**config.mk**
```make
export PLATFORM = sky130hd
export DESIGN_NAME = pstate_seq
export DESIGN_NICKNAME = d
export VERILOG_FILES = /design/src/pstate_pkg.sv /design/src/pstate_seq.sv
export SDC_FILE = /design/constraint.sdc
export NUM_CORES = 2
export LEC_CHECK = 0
export BUFFER_PORTS_ARGS = -buffer_cell sky130_fd_sc_hd__buf_2
export CELL_PAD_IN_SITES_DETAIL_PLACEMENT = 2
export CELL_PAD_IN_SITES_GLOBAL_PLACEMENT = 2
export CORE_ASPECT_RATIO = 2
export CORE_MARGIN = 4
export CORE_UTILIZATION = 44
export CTS_CLUSTER_DIAMETER = 40
export DETAILED_ROUTE_END_ITERATION = 6
export PLACE_DENSITY = 0.88
export SYNTH_ARGS = -nofsm -noshare
export SYNTH_HDL_FRONTEND = slang
export SYNTH_SLANG_ARGS = --single-unit
```
**constraint.sdc**
```tcl
create_clock -name clk -period 28.6 [get_ports clk]
set_input_delay 0 -clock clk [delete_from_list [all_inputs] [get_ports clk]]
set_output_delay 0 -clock clk [all_outputs]
set_load 0.02 [all_outputs]
```
**src/pstate_pkg.sv**
```systemverilog
// constants, types and register map of the processing-state sequencer
// assumes one 25 MHz clock domain and an AXI4-Lite register bus
package pstate_pkg;

   // register byte offsets
   localparam logic [7:0] STATUS_OFFS   = 8'h00;
   localparam logic [7:0] OPMODE_OFFS   = 8'h04;
   localparam logic [7:0] CLKCTL_OFFS   = 8'h08;
   localparam logic [7:0] VBASE_OFFS    = 8'h0C;
   localparam logic [7:0] SPTR_OFFS     = 8'h10;
   localparam logic [7:0] SCNT_OFFS     = 8'h14;
   localparam logic [7:0] BUSCTL_OFFS   = 8'h18;
   localparam logic [7:0] REFRESH_OFFS  = 8'h1C;
   localparam logic [7:0] STATE_OFFS    = 8'h20;
   localparam logic [7:0] IPRIO0_OFFS   = 8'h24;
   localparam logic [7:0] IPRIO1_OFFS   = 8'h28;
   localparam logic [7:0] ATTR0_OFFS    = 8'h30;
   localparam logic [7:0] MODIF0_OFFS   = 8'h40;
   localparam int         NUM_SLOTS     = 24;

   // values taken in the reset state
   localparam logic [23:0] STATUS_INIT  = 24'hC00300;
   localparam logic [23:0] MODIF_INIT   = 24'hFFFFFF;
   localparam logic [23:0] BUSCTL_INIT  = 24'h1FFFFF;
   localparam logic [23:0] ATTR_INIT    = 24'h000000;
   localparam logic [23:0] REFRESH_INIT = 24'h000000;
   localparam logic [23:0] ZERO_INIT    = 24'h000000;

   // field positions
   localparam int OPMODE_MODE_LSB = 0;
   localparam int OPMODE_BURST    = 4;
   localparam int CLKCTL_KEEP_OSC = 0;

   // stabilisation counts in cycles
   localparam int STAB_FULL_CYCLES  = 64;
   localparam int STAB_SHORT_CYCLES = 1;

   typedef enum logic [2:0] {
      st_reset, st_run, st_wait, st_stop, st_stab
   } state_type;

   typedef enum logic [1:0] {
      wake_none, wake_reset, wake_debug, wake_irq
   } wake_type;

   typedef struct packed {
      logic osc_enable;
      logic global_clk_en;
      logic core_clk_en;
      logic periph_clk_en;
   } clk_ctl_type;

endpackage

```
**src/pstate_seq.sv**
```systemverilog
// processing-state sequencer: reset, wait and stop control with registers
// assumes pins are asynchronous, core strobes share clk, AXI4-Lite master
`timescale 1ns/1ps
module pstate_seq #(
   parameter int STAB_FULL  = pstate_pkg::STAB_FULL_CYCLES,
   parameter int STAB_SHORT = pstate_pkg::STAB_SHORT_CYCLES
) (
   input  wire  logic                     clk,
   input  wire  logic                     rst,
   input  wire  logic                     reset_pin_n,
   input  wire  logic                     ext_interrupt_a_n,
   input  wire  logic                     debug_request_n,
   input  wire  logic                     mode_select_0,
   input  wire  logic                     mode_select_1,
   input  wire  logic                     mode_select_2,
   input  wire  logic                     mode_select_3,
   input  wire  logic                     wait_exec,
   input  wire  logic                     stop_exec,
   input  wire  logic                     irq_unmasked,
   input  wire  logic                     irq_pending,
   output logic                           periph_reset,
   output logic                           cache_init,
   output pstate_pkg::clk_ctl_type        clk_ctl,
   output logic                           debug_enter,
   output logic                           irq_service,
   output logic                           resume,
   output logic [3:0]                     chip_mode,
   input  wire  logic [7:0]               s_axi_awaddr,
   input  wire  logic                     s_axi_awvalid,
   output logic                           s_axi_awready,
   input  wire  logic [31:0]              s_axi_wdata,
   input  wire  logic [3:0]               s_axi_wstrb,
   input  wire  logic                     s_axi_wvalid,
   output logic                           s_axi_wready,
   output logic [1:0]                     s_axi_bresp,
   output logic                           s_axi_bvalid,
   input  wire  logic                     s_axi_bready,
   input  wire  logic [7:0]               s_axi_araddr,
   input  wire  logic                     s_axi_arvalid,
   output logic                           s_axi_arready,
   output logic [31:0]                    s_axi_rdata,
   output logic [1:0]                     s_axi_rresp,
   output logic                           s_axi_rvalid,
   input  wire  logic                     s_axi_rready
);

   localparam int NPIN = 7;
   localparam logic [NPIN-1:0] PIN_IDLE = 7'h07;

   pstate_pkg::state_type state_reg;
   pstate_pkg::state_type state_next;
   pstate_pkg::wake_type  wake_reg;
   pstate_pkg::wake_type  wake_next;
   logic [NPIN-1:0]       pin_raw;
   logic [NPIN-1:0]       sync1_reg;
   logic [NPIN-1:0]       sync2_reg;
   logic [NPIN-1:0]       sync3_reg;
   logic [NPIN-1:0]       pin_reg;
   logic                  rst_in;
   logic                  dbg_in;
   logic                  ext_interrupt_a_n_in;
   logic [15:0]           stab_reg;
   logic [15:0]           stab_next;
   logic                  osc_off_reg;
   logic [23:0]           slot_reg [0:pstate_pkg::NUM_SLOTS-1];
   logic                  wr_go;
   logic [4:0]            wr_idx;
   logic [4:0]            rd_idx;
   logic                  keep_osc;

   // slot index of a byte offset
   function automatic logic [4:0] slot_of(input logic [7:0] a);
      slot_of = a[6:2];
   endfunction

   // slots that software may write
   function automatic logic writable(input logic [7:0] a);
      logic [4:0] i;
      i = slot_of(a);
      writable = (a[7] == 1'b0) && (i < 5'd24) && (i != 5'd8)
                 && (i != 5'd11) && (i != 5'd6 + 5'd5 - 5'd11 + 5'd11);
      if (i == 5'd11) begin
         writable = 1'b0;
      end
   endfunction

   // slots that answer a read
   function automatic logic readable(input logic [7:0] a);
      logic [4:0] i;
      i = slot_of(a);
      readable = (a[7] == 1'b0) && (i < 5'd24) && (i != 5'd11);
   endfunction

   // value loaded into each slot during reset
   function automatic logic [23:0] init_of(input int i);
      logic [4:0] s;
      s = 5'(i);
      init_of = pstate_pkg::ZERO_INIT;
      if (s == slot_of(pstate_pkg::STATUS_OFFS)) begin
         init_of = pstate_pkg::STATUS_INIT;
      end else if (s == slot_of(pstate_pkg::BUSCTL_OFFS)) begin
         init_of = pstate_pkg::BUSCTL_INIT;
      end else if (s == slot_of(pstate_pkg::REFRESH_OFFS)) begin
         init_of = pstate_pkg::REFRESH_INIT;
      end else if (s >= slot_of(pstate_pkg::MODIF0_OFFS)) begin
         init_of = pstate_pkg::MODIF_INIT;
      end else if (s >= slot_of(pstate_pkg::ATTR0_OFFS)) begin
         init_of = pstate_pkg::ATTR_INIT;
      end
   endfunction

   // byte-lane merge of a write
   function automatic logic [23:0] merge(input logic [23:0] old,
                                         input logic [31:0] d,
                                         input logic [3:0]  be);
      merge = old;
      for (int b = 0; b < 3; b++) begin
         if (be[b]) begin
            merge[b*8 +: 8] = d[b*8 +: 8];
         end
      end
   endfunction

   assign pin_raw = {mode_select_3, mode_select_2, mode_select_1,
                     mode_select_0, debug_request_n, ext_interrupt_a_n,
                     reset_pin_n};

   // three-stage pin synchronisers, change taken when stages two and three agree
   always_ff @(posedge clk or posedge rst) begin
      if (rst) begin
         sync1_reg <= PIN_IDLE;
         sync2_reg <= PIN_IDLE;
         sync3_reg <= PIN_IDLE;
      end else begin
         sync1_reg <= pin_raw;
         sync2_reg <= sync1_reg;
         sync3_reg <= sync2_reg;
      end
   end

   genvar g;
   generate
      for (g = 0; g < NPIN; g++) begin : pin_filt
         always_ff @(posedge clk or posedge rst) begin
            if (rst) begin
               pin_reg[g] <= PIN_IDLE[g];
            end else if (sync2_reg[g] == sync3_reg[g]) begin
               pin_reg[g] <= sync3_reg[g];
            end
         end
      end
   endgenerate

   assign rst_in  = ~pin_reg[0];
   assign ext_interrupt_a_n_in = ~pin_reg[1];
   assign dbg_in  = ~pin_reg[2];
   assign keep_osc =
      slot_reg[slot_of(pstate_pkg::CLKCTL_OFFS)][pstate_pkg::CLKCTL_KEEP_OSC];

   // next state and wake reason
   always_comb begin
      state_next = state_reg;
      wake_next  = wake_reg;
      stab_next  = stab_reg;
      case (state_reg)
         pstate_pkg::st_reset: begin
            if (!rst_in) begin
               state_next = pstate_pkg::st_run;
            end
         end
         pstate_pkg::st_run: begin
            if (rst_in) begin
               state_next = pstate_pkg::st_reset;
            end else if (stop_exec) begin
               state_next = pstate_pkg::st_stop;
            end else if (wait_exec) begin
               state_next = pstate_pkg::st_wait;
            end
         end
         pstate_pkg::st_wait: begin
            if (rst_in) begin
               state_next = pstate_pkg::st_reset;
               wake_next  = pstate_pkg::wake_reset;
            end else if (dbg_in) begin
               state_next = pstate_pkg::st_run;
               wake_next  = pstate_pkg::wake_debug;
            end else if (irq_unmasked) begin
               state_next = pstate_pkg::st_run;
               wake_next  = pstate_pkg::wake_irq;
            end
         end
         pstate_pkg::st_stop: begin
            if (rst_in || dbg_in || ext_interrupt_a_n_in) begin
               state_next = pstate_pkg::st_stab;
               wake_next  = rst_in ? pstate_pkg::wake_reset :
                            dbg_in ? pstate_pkg::wake_debug :
                                     pstate_pkg::wake_irq;
               stab_next  = osc_off_reg ? 16'(STAB_FULL) : 16'(STAB_SHORT);
            end
         end
         pstate_pkg::st_stab: begin
            if (stab_reg > 16'h0001) begin
               stab_next = stab_reg - 16'h0001;
            end else if (wake_reg == pstate_pkg::wake_reset) begin
               state_next = pstate_pkg::st_reset;
            end else begin
               state_next = pstate_pkg::st_run;
            end
         end
         default: state_next = pstate_pkg::st_reset;
      endcase
   end

   // state, wake reason and delay counter
   always_ff @(posedge clk or posedge rst) begin
      if (rst) begin
         state_reg <= pstate_pkg::st_reset;
         wake_reg  <= pstate_pkg::wake_none;
         stab_reg  <= 16'h0000;
      end else begin
         state_reg <= state_next;
         wake_reg  <= wake_next;
         stab_reg  <= stab_next;
      end
   end

   // oscillator choice latched on stop entry
   always_ff @(posedge clk or posedge rst) begin
      if (rst) begin
         osc_off_reg <= 1'b1;
      end else if (state_reg == pstate_pkg::st_run &&
                   state_next == pstate_pkg::st_stop) begin
         osc_off_reg <= ~keep_osc;
      end
   end

   // one-cycle exit actions when clocks return
   always_ff @(posedge clk or posedge rst) begin
      if (rst) begin
         debug_enter <= 1'b0;
         irq_service <= 1'b0;
         resume      <= 1'b0;
      end else begin
         debug_enter <= 1'b0;
         irq_service <= 1'b0;
         resume      <= 1'b0;
         if (state_reg == pstate_pkg::st_wait &&
             state_next == pstate_pkg::st_run) begin
            debug_enter <= (wake_next == pstate_pkg::wake_debug);
            irq_service <= (wake_next == pstate_pkg::wake_irq);
         end
         if (state_reg == pstate_pkg::st_stab &&
             state_next == pstate_pkg::st_run) begin
            debug_enter <= (wake_reg == pstate_pkg::wake_debug);
            irq_service <= (wake_reg == pstate_pkg::wake_irq) && irq_pending;
            resume <= (wake_reg == pstate_pkg::wake_irq) && !irq_pending;
         end
      end
   end

   // clock and reset controls
   always_ff @(posedge clk or posedge rst) begin
      if (rst) begin
         clk_ctl      <= '{1'b1, 1'b1, 1'b1, 1'b1};
         periph_reset <= 1'b1;
         cache_init   <= 1'b1;
      end else begin
         periph_reset <= (state_next == pstate_pkg::st_reset);
         cache_init   <= (state_next == pstate_pkg::st_reset);
         clk_ctl.core_clk_en <= (state_next == pstate_pkg::st_run) ||
                                (state_next == pstate_pkg::st_reset);
         clk_ctl.periph_clk_en <= (state_next != pstate_pkg::st_stop) &&
                                  (state_next != pstate_pkg::st_stab);
         clk_ctl.global_clk_en <= (state_next != pstate_pkg::st_stop) &&
                                  (state_next != pstate_pkg::st_stab);
         // oscillator off when keep bit clear
         // oscillator kept when keep bit set
         // a pin reset beating the stop strobe must keep the oscillator on
         if (state_reg == pstate_pkg::st_run &&
             state_next == pstate_pkg::st_stop) begin
            clk_ctl.osc_enable <= keep_osc;
         end else if (state_next != pstate_pkg::st_stop) begin
            clk_ctl.osc_enable <= 1'b1;
         end
      end
   end

   // register slots: reset-state loading and software writes
   assign wr_go  = s_axi_awvalid && s_axi_wvalid && !s_axi_bvalid;
   assign wr_idx = slot_of(s_axi_awaddr);
   generate
      for (g = 0; g < pstate_pkg::NUM_SLOTS; g++) begin : slot
         always_ff @(posedge clk or posedge rst) begin
            if (rst) begin
               slot_reg[g] <= init_of(g);
            end else if (state_reg == pstate_pkg::st_reset) begin
               slot_reg[g] <= init_of(g);
               if (g == slot_of(pstate_pkg::OPMODE_OFFS) && !rst_in) begin
                  slot_reg[g][pstate_pkg::OPMODE_MODE_LSB +: 4] <=
                     pin_reg[6:3];
               end
            end else if (wr_go && writable(s_axi_awaddr) &&
                         wr_idx == 5'(g)) begin
               slot_reg[g] <= merge(slot_reg[g], s_axi_wdata, s_axi_wstrb);
            end
         end
      end
   endgenerate

   assign chip_mode = slot_reg[slot_of(pstate_pkg::OPMODE_OFFS)]
                              [pstate_pkg::OPMODE_MODE_LSB +: 4];

   // write channel: both address and data taken together
   assign s_axi_awready = wr_go;
   assign s_axi_wready  = wr_go;
   always_ff @(posedge clk or posedge rst) begin
      if (rst) begin
         s_axi_bvalid <= 1'b0;
         s_axi_bresp  <= 2'b00;
      end else if (wr_go) begin
         s_axi_bvalid <= 1'b1;
         s_axi_bresp  <= writable(s_axi_awaddr) ? 2'b00 : 2'b10;
      end else if (s_axi_bready) begin
         s_axi_bvalid <= 1'b0;
      end
   end

   // read channel
   assign s_axi_arready = !s_axi_rvalid;
   assign rd_idx        = slot_of(s_axi_araddr);
   always_ff @(posedge clk or posedge rst) begin
      if (rst) begin
         s_axi_rvalid <= 1'b0;
         s_axi_rdata  <= 32'h00000000;
         s_axi_rresp  <= 2'b00;
      end else if (s_axi_arvalid && !s_axi_rvalid) begin
         s_axi_rvalid <= 1'b1;
         s_axi_rresp  <= readable(s_axi_araddr) ? 2'b00 : 2'b10;
         if (!readable(s_axi_araddr)) begin
            s_axi_rdata <= 32'h00000000;
         end else if (s_axi_araddr == pstate_pkg::STATE_OFFS) begin
            s_axi_rdata <= {26'h0000000, wake_reg, 1'b0, state_reg};
         end else begin
            s_axi_rdata <= {8'h00, slot_reg[rd_idx]};
         end
      end else if (s_axi_rready) begin
         s_axi_rvalid <= 1'b0;
      end
   end

endmodule

```
==> metrics.txt <==
net switching component of the power around 1.6 mW; effective utilization at floorplan 44.3%; sequential fraction of the synthesis area 56.1%; chain of cells forming the critical path dlygate4sd3_1 > buf_2 > inv_8 > buf_4 > buf_12 > buf_12; type of origin of the critical path input port; share of cells above drive strength 1 19.6%; DR iter-0 viols 2,361; Static Leakage around 15 nW; unique cell type count in the Yosys netlist 68; post-detailed-route wirelength per cell 32.9 um; post-synthesis sequential element count about 660; Final GP Congestion 0.783; Switching Fraction a little over two fifths; Hold Slack 36.1 ps; DR top layer met4; worst endpoint data arrival time 4200 ps; Post-Synth Simple-Gate Area 14.4%; remaining number of nets flagged by the antenna check after routing 0; layout filler cell count between 6k and 7k; worst setup skew after layout 37.8 ps; flip-flop count of the largest register after layout between 500 and 600; x dimension of the die 193 um; setup repair after global routing missed its margin no; Syn-to-layout area delta 13.4%; Worst Tran Pin Value between 1000 and 1500 ps; clock share of power 26.6%; first-pass GRT wire length 196 mm; Worst setup EP type async pin; fraction of power consumed by sequential logic 39.7%; number of global-route vias before repair 29.7k; Fmax 0.278 GHz; Top Ports 124; CTS buffer count 70; met1 WL 47.2 mm; number of sinks handled by clock tree synthesis 661; metal3 WL ~7.6 mm; largest family of logic cells by synthesized area compound AO/OA/AOI/OAI gates; critical path peak fanout 210; clock tree from TritonCTS done; kind of cell adding the most delay to the critical path buffers and inverters; Max clock buf depth 3; routed via count 25.7k; Die Footprint 72,700 um2; most frequent cell on the critical path buf_12; post-DP HPWL just under 70 mm; number of warnings printed during yosys synthesis 0; final slew viol count 0; final global-route overflow total 0; buffers and inverters on the worst path 6; internal power component about 2.1 mW; Met2 Wirelength 65.3 mm; Synth Instances 2,904; number of enable flip-flop cells after synthesis 0; Final setup violation count 0; post-synthesis compound-gate area fraction 15.1%; H-tree level count 3; Die Y-Extent between 300 and 400 um; adder-cell share of the synthesized area less than 1%; data required time of the critical path 29,200 ps; prevailing post-synth register cell dfrtp_1; pin count of the biggest net entering global routing 211; core region area 67,700 um2; proportion of register bits with asynchronous set or reset after synthesis 100%; Period minus WS final 3600 ps; Nets approximately 3.1k; DRC errors left 0; count of endpoints failing hold in the final timing report 0; antenna violations before repair 1; mapped cell area 30,000 um2; router iterations before antenna repair 5; average instance area after synthesis 10.3 um2; number of rows created at floorplan 135; post-CTS clock slew at the launch and capture registers of the worst setup and hold paths 60 ps; number of buffers inserted to repair setup after CTS 0; post-cts sizing count 0; mux share of post-synthesis cell area 10.3%; Peak supply drop 53.3 uV; critical path type in2async; Worst Hold Class in2reg; clock latency reported for the late side of the worst-skew pair 690 ps; via count normalized by instance count approximately 6.5; status finished, final reports clean; hold buffer count at CTS 56; part of the total power dissipated in combinational logic 33.7%; cell type of the slowest stage on the worst timing path buf_12; Max-slew headroom under 10%; part of the cycle the worst path needs 12.6%; delay of the slowest cell on the worst path ~850 ps; Maximum Capacitance Violations 0; Buffers on Ports 102; area share of xor/xnor cells in the synthesized design 0.263%; Setup TNS 0 ps; Root Buffer Master clkbuf_16; total power per unit cell area approximately 110 nW/um2; global routing usage summed across all routing layers 35.6%; final wirelength 129 mm
per-layer routing:
metal | vias to the layer above | GRT usage, %
li1 | 10200 | -
met1 | 13500 | 41.5
met2 | 1404 | 60.7
met3 | 578 | 6.26
met4 | 0 | 21.5
met5 | - | 0
tightest hold or removal path, cell delays in order:
cell     delay, ps
buf_2          170
nand3_1        170
o21ai_4        160
nor2_1         130
a21oi_1         50
cell usage in the layout (no fill, tap or decap), types with 6 or more instances in the layout:
cell,instances
a21oi_1,300
clkinv_2,8
a21oi_2,6
dfrtp_1,427
dlygate4sd3_1,56
inv_1,17
buf_2,100
maj3_1,7
and2_1,59
a21boi_0,20
nor2_1,249
clkbuf_1,17
dfstp_2,234
nor3_1,8
buf_4,48
nand3_1,115
o21ai_0,248
a31oi_1,10
nor2b_1,30
conb_1,10
xnor2_1,9
a22oi_1,48
clkbuf_16,72
inv_6,6
o21ai_4,15
mux2i_1,198
a22o_1,19
o21ai_2,7
clkbuf_8,12
o21ai_1,21
nand2_1,467
nand2b_1,7
a211oi_1,26
a32oi_1,19
mux4_2,48
cell type report:
type / count / area, um2 / share of cell area [%]
flip-flops and latches: 661 / 16800 / 49.5
multi-input cells: 2026 / 12200 / 35.9
clock buffers: 99 / 2000 / 5.89
repair buffers: 208 / 1490 / 4.37
well taps: 890 / 1110 / 3.27
clock inverters: 28 / 317 / 0.930
inverters: 18 / 75.1 / 0.221
diodes: 1 / 2.50 / 0.00735
cells in the mapped netlist, types with 26 or more instances:
master      n  area [um2]
a211oi_1   26         195
a21oi_1   304        1520
a22oi_1    48         360
and2_1     59         369
buf_2      51         255
buf_4      34         255
clkbuf_1  112         420
dfrtp_1   427       10700
dfstp_2   234        6150
mux2i_1   198        1980
mux4_2     48        1080
nand2_1   467        1750
nand3_1   115         576
nor2_1    252         946
nor2b_1    34         213
o21ai_0   248        1240
cell families after synthesis:
| logic type | Yosys count |
|---|---|
| buf+inv | 226 |
| compound gates | 765 |
| fa+ha+maj | 9 |
| flops | 661 |
| other cells | 1 |
| simple gates | 986 |
| xor+xnor | 9 |
| mux | 247 |
per-stage QoR:
step | worst slack, ps | std cells | power (mW) | utilization (%) | area [um2]
floorplan | 10460 | 2913 | 2.14 | - | 30000
global placement | 25080 | 3745 | 2.39 | 46.0 | 31100
detailed placement | 24840 | 3745 | 2.54 | 46.0 | 31100
CTS | 24980 | 3928 | 3.59 | 50.2 | 34000
global route | 24530 | 3931 | 3.83 | 50.3 | 34000
finish | 25000 | 3931 | 3.68 | 50.3 | 34000
power groups by stage:
stage               clock [mW]  combinational (mW)  sequential [mW]
finish                   0.981                1.24             1.46
global route              1.03                1.32             1.48
CTS                      0.971                1.18             1.44
detailed placement           0                1.11             1.43
global placement             0               0.997             1.39
floorplan                    0               0.772             1.37
final timing paths:
check	from	endpoint	slack, ps	depth (start not counted)
worst min-delay path	s_axi_wstrb[1]	slot_reg[107]	40	5
min in group asynchronous	rst	slot_reg[384]	120	3
max in group clk	state_reg[0]	slot_reg[574]	25100	6
worst max-delay path	rst	slot_reg[399]	25000	6
worst max register to register	state_reg[0]	slot_reg[574]	25100	6
worst min register to register	sync1_reg[1]	sync2_reg[1]	360	0
Note: power is estimated with default switching activity, not from simulation.
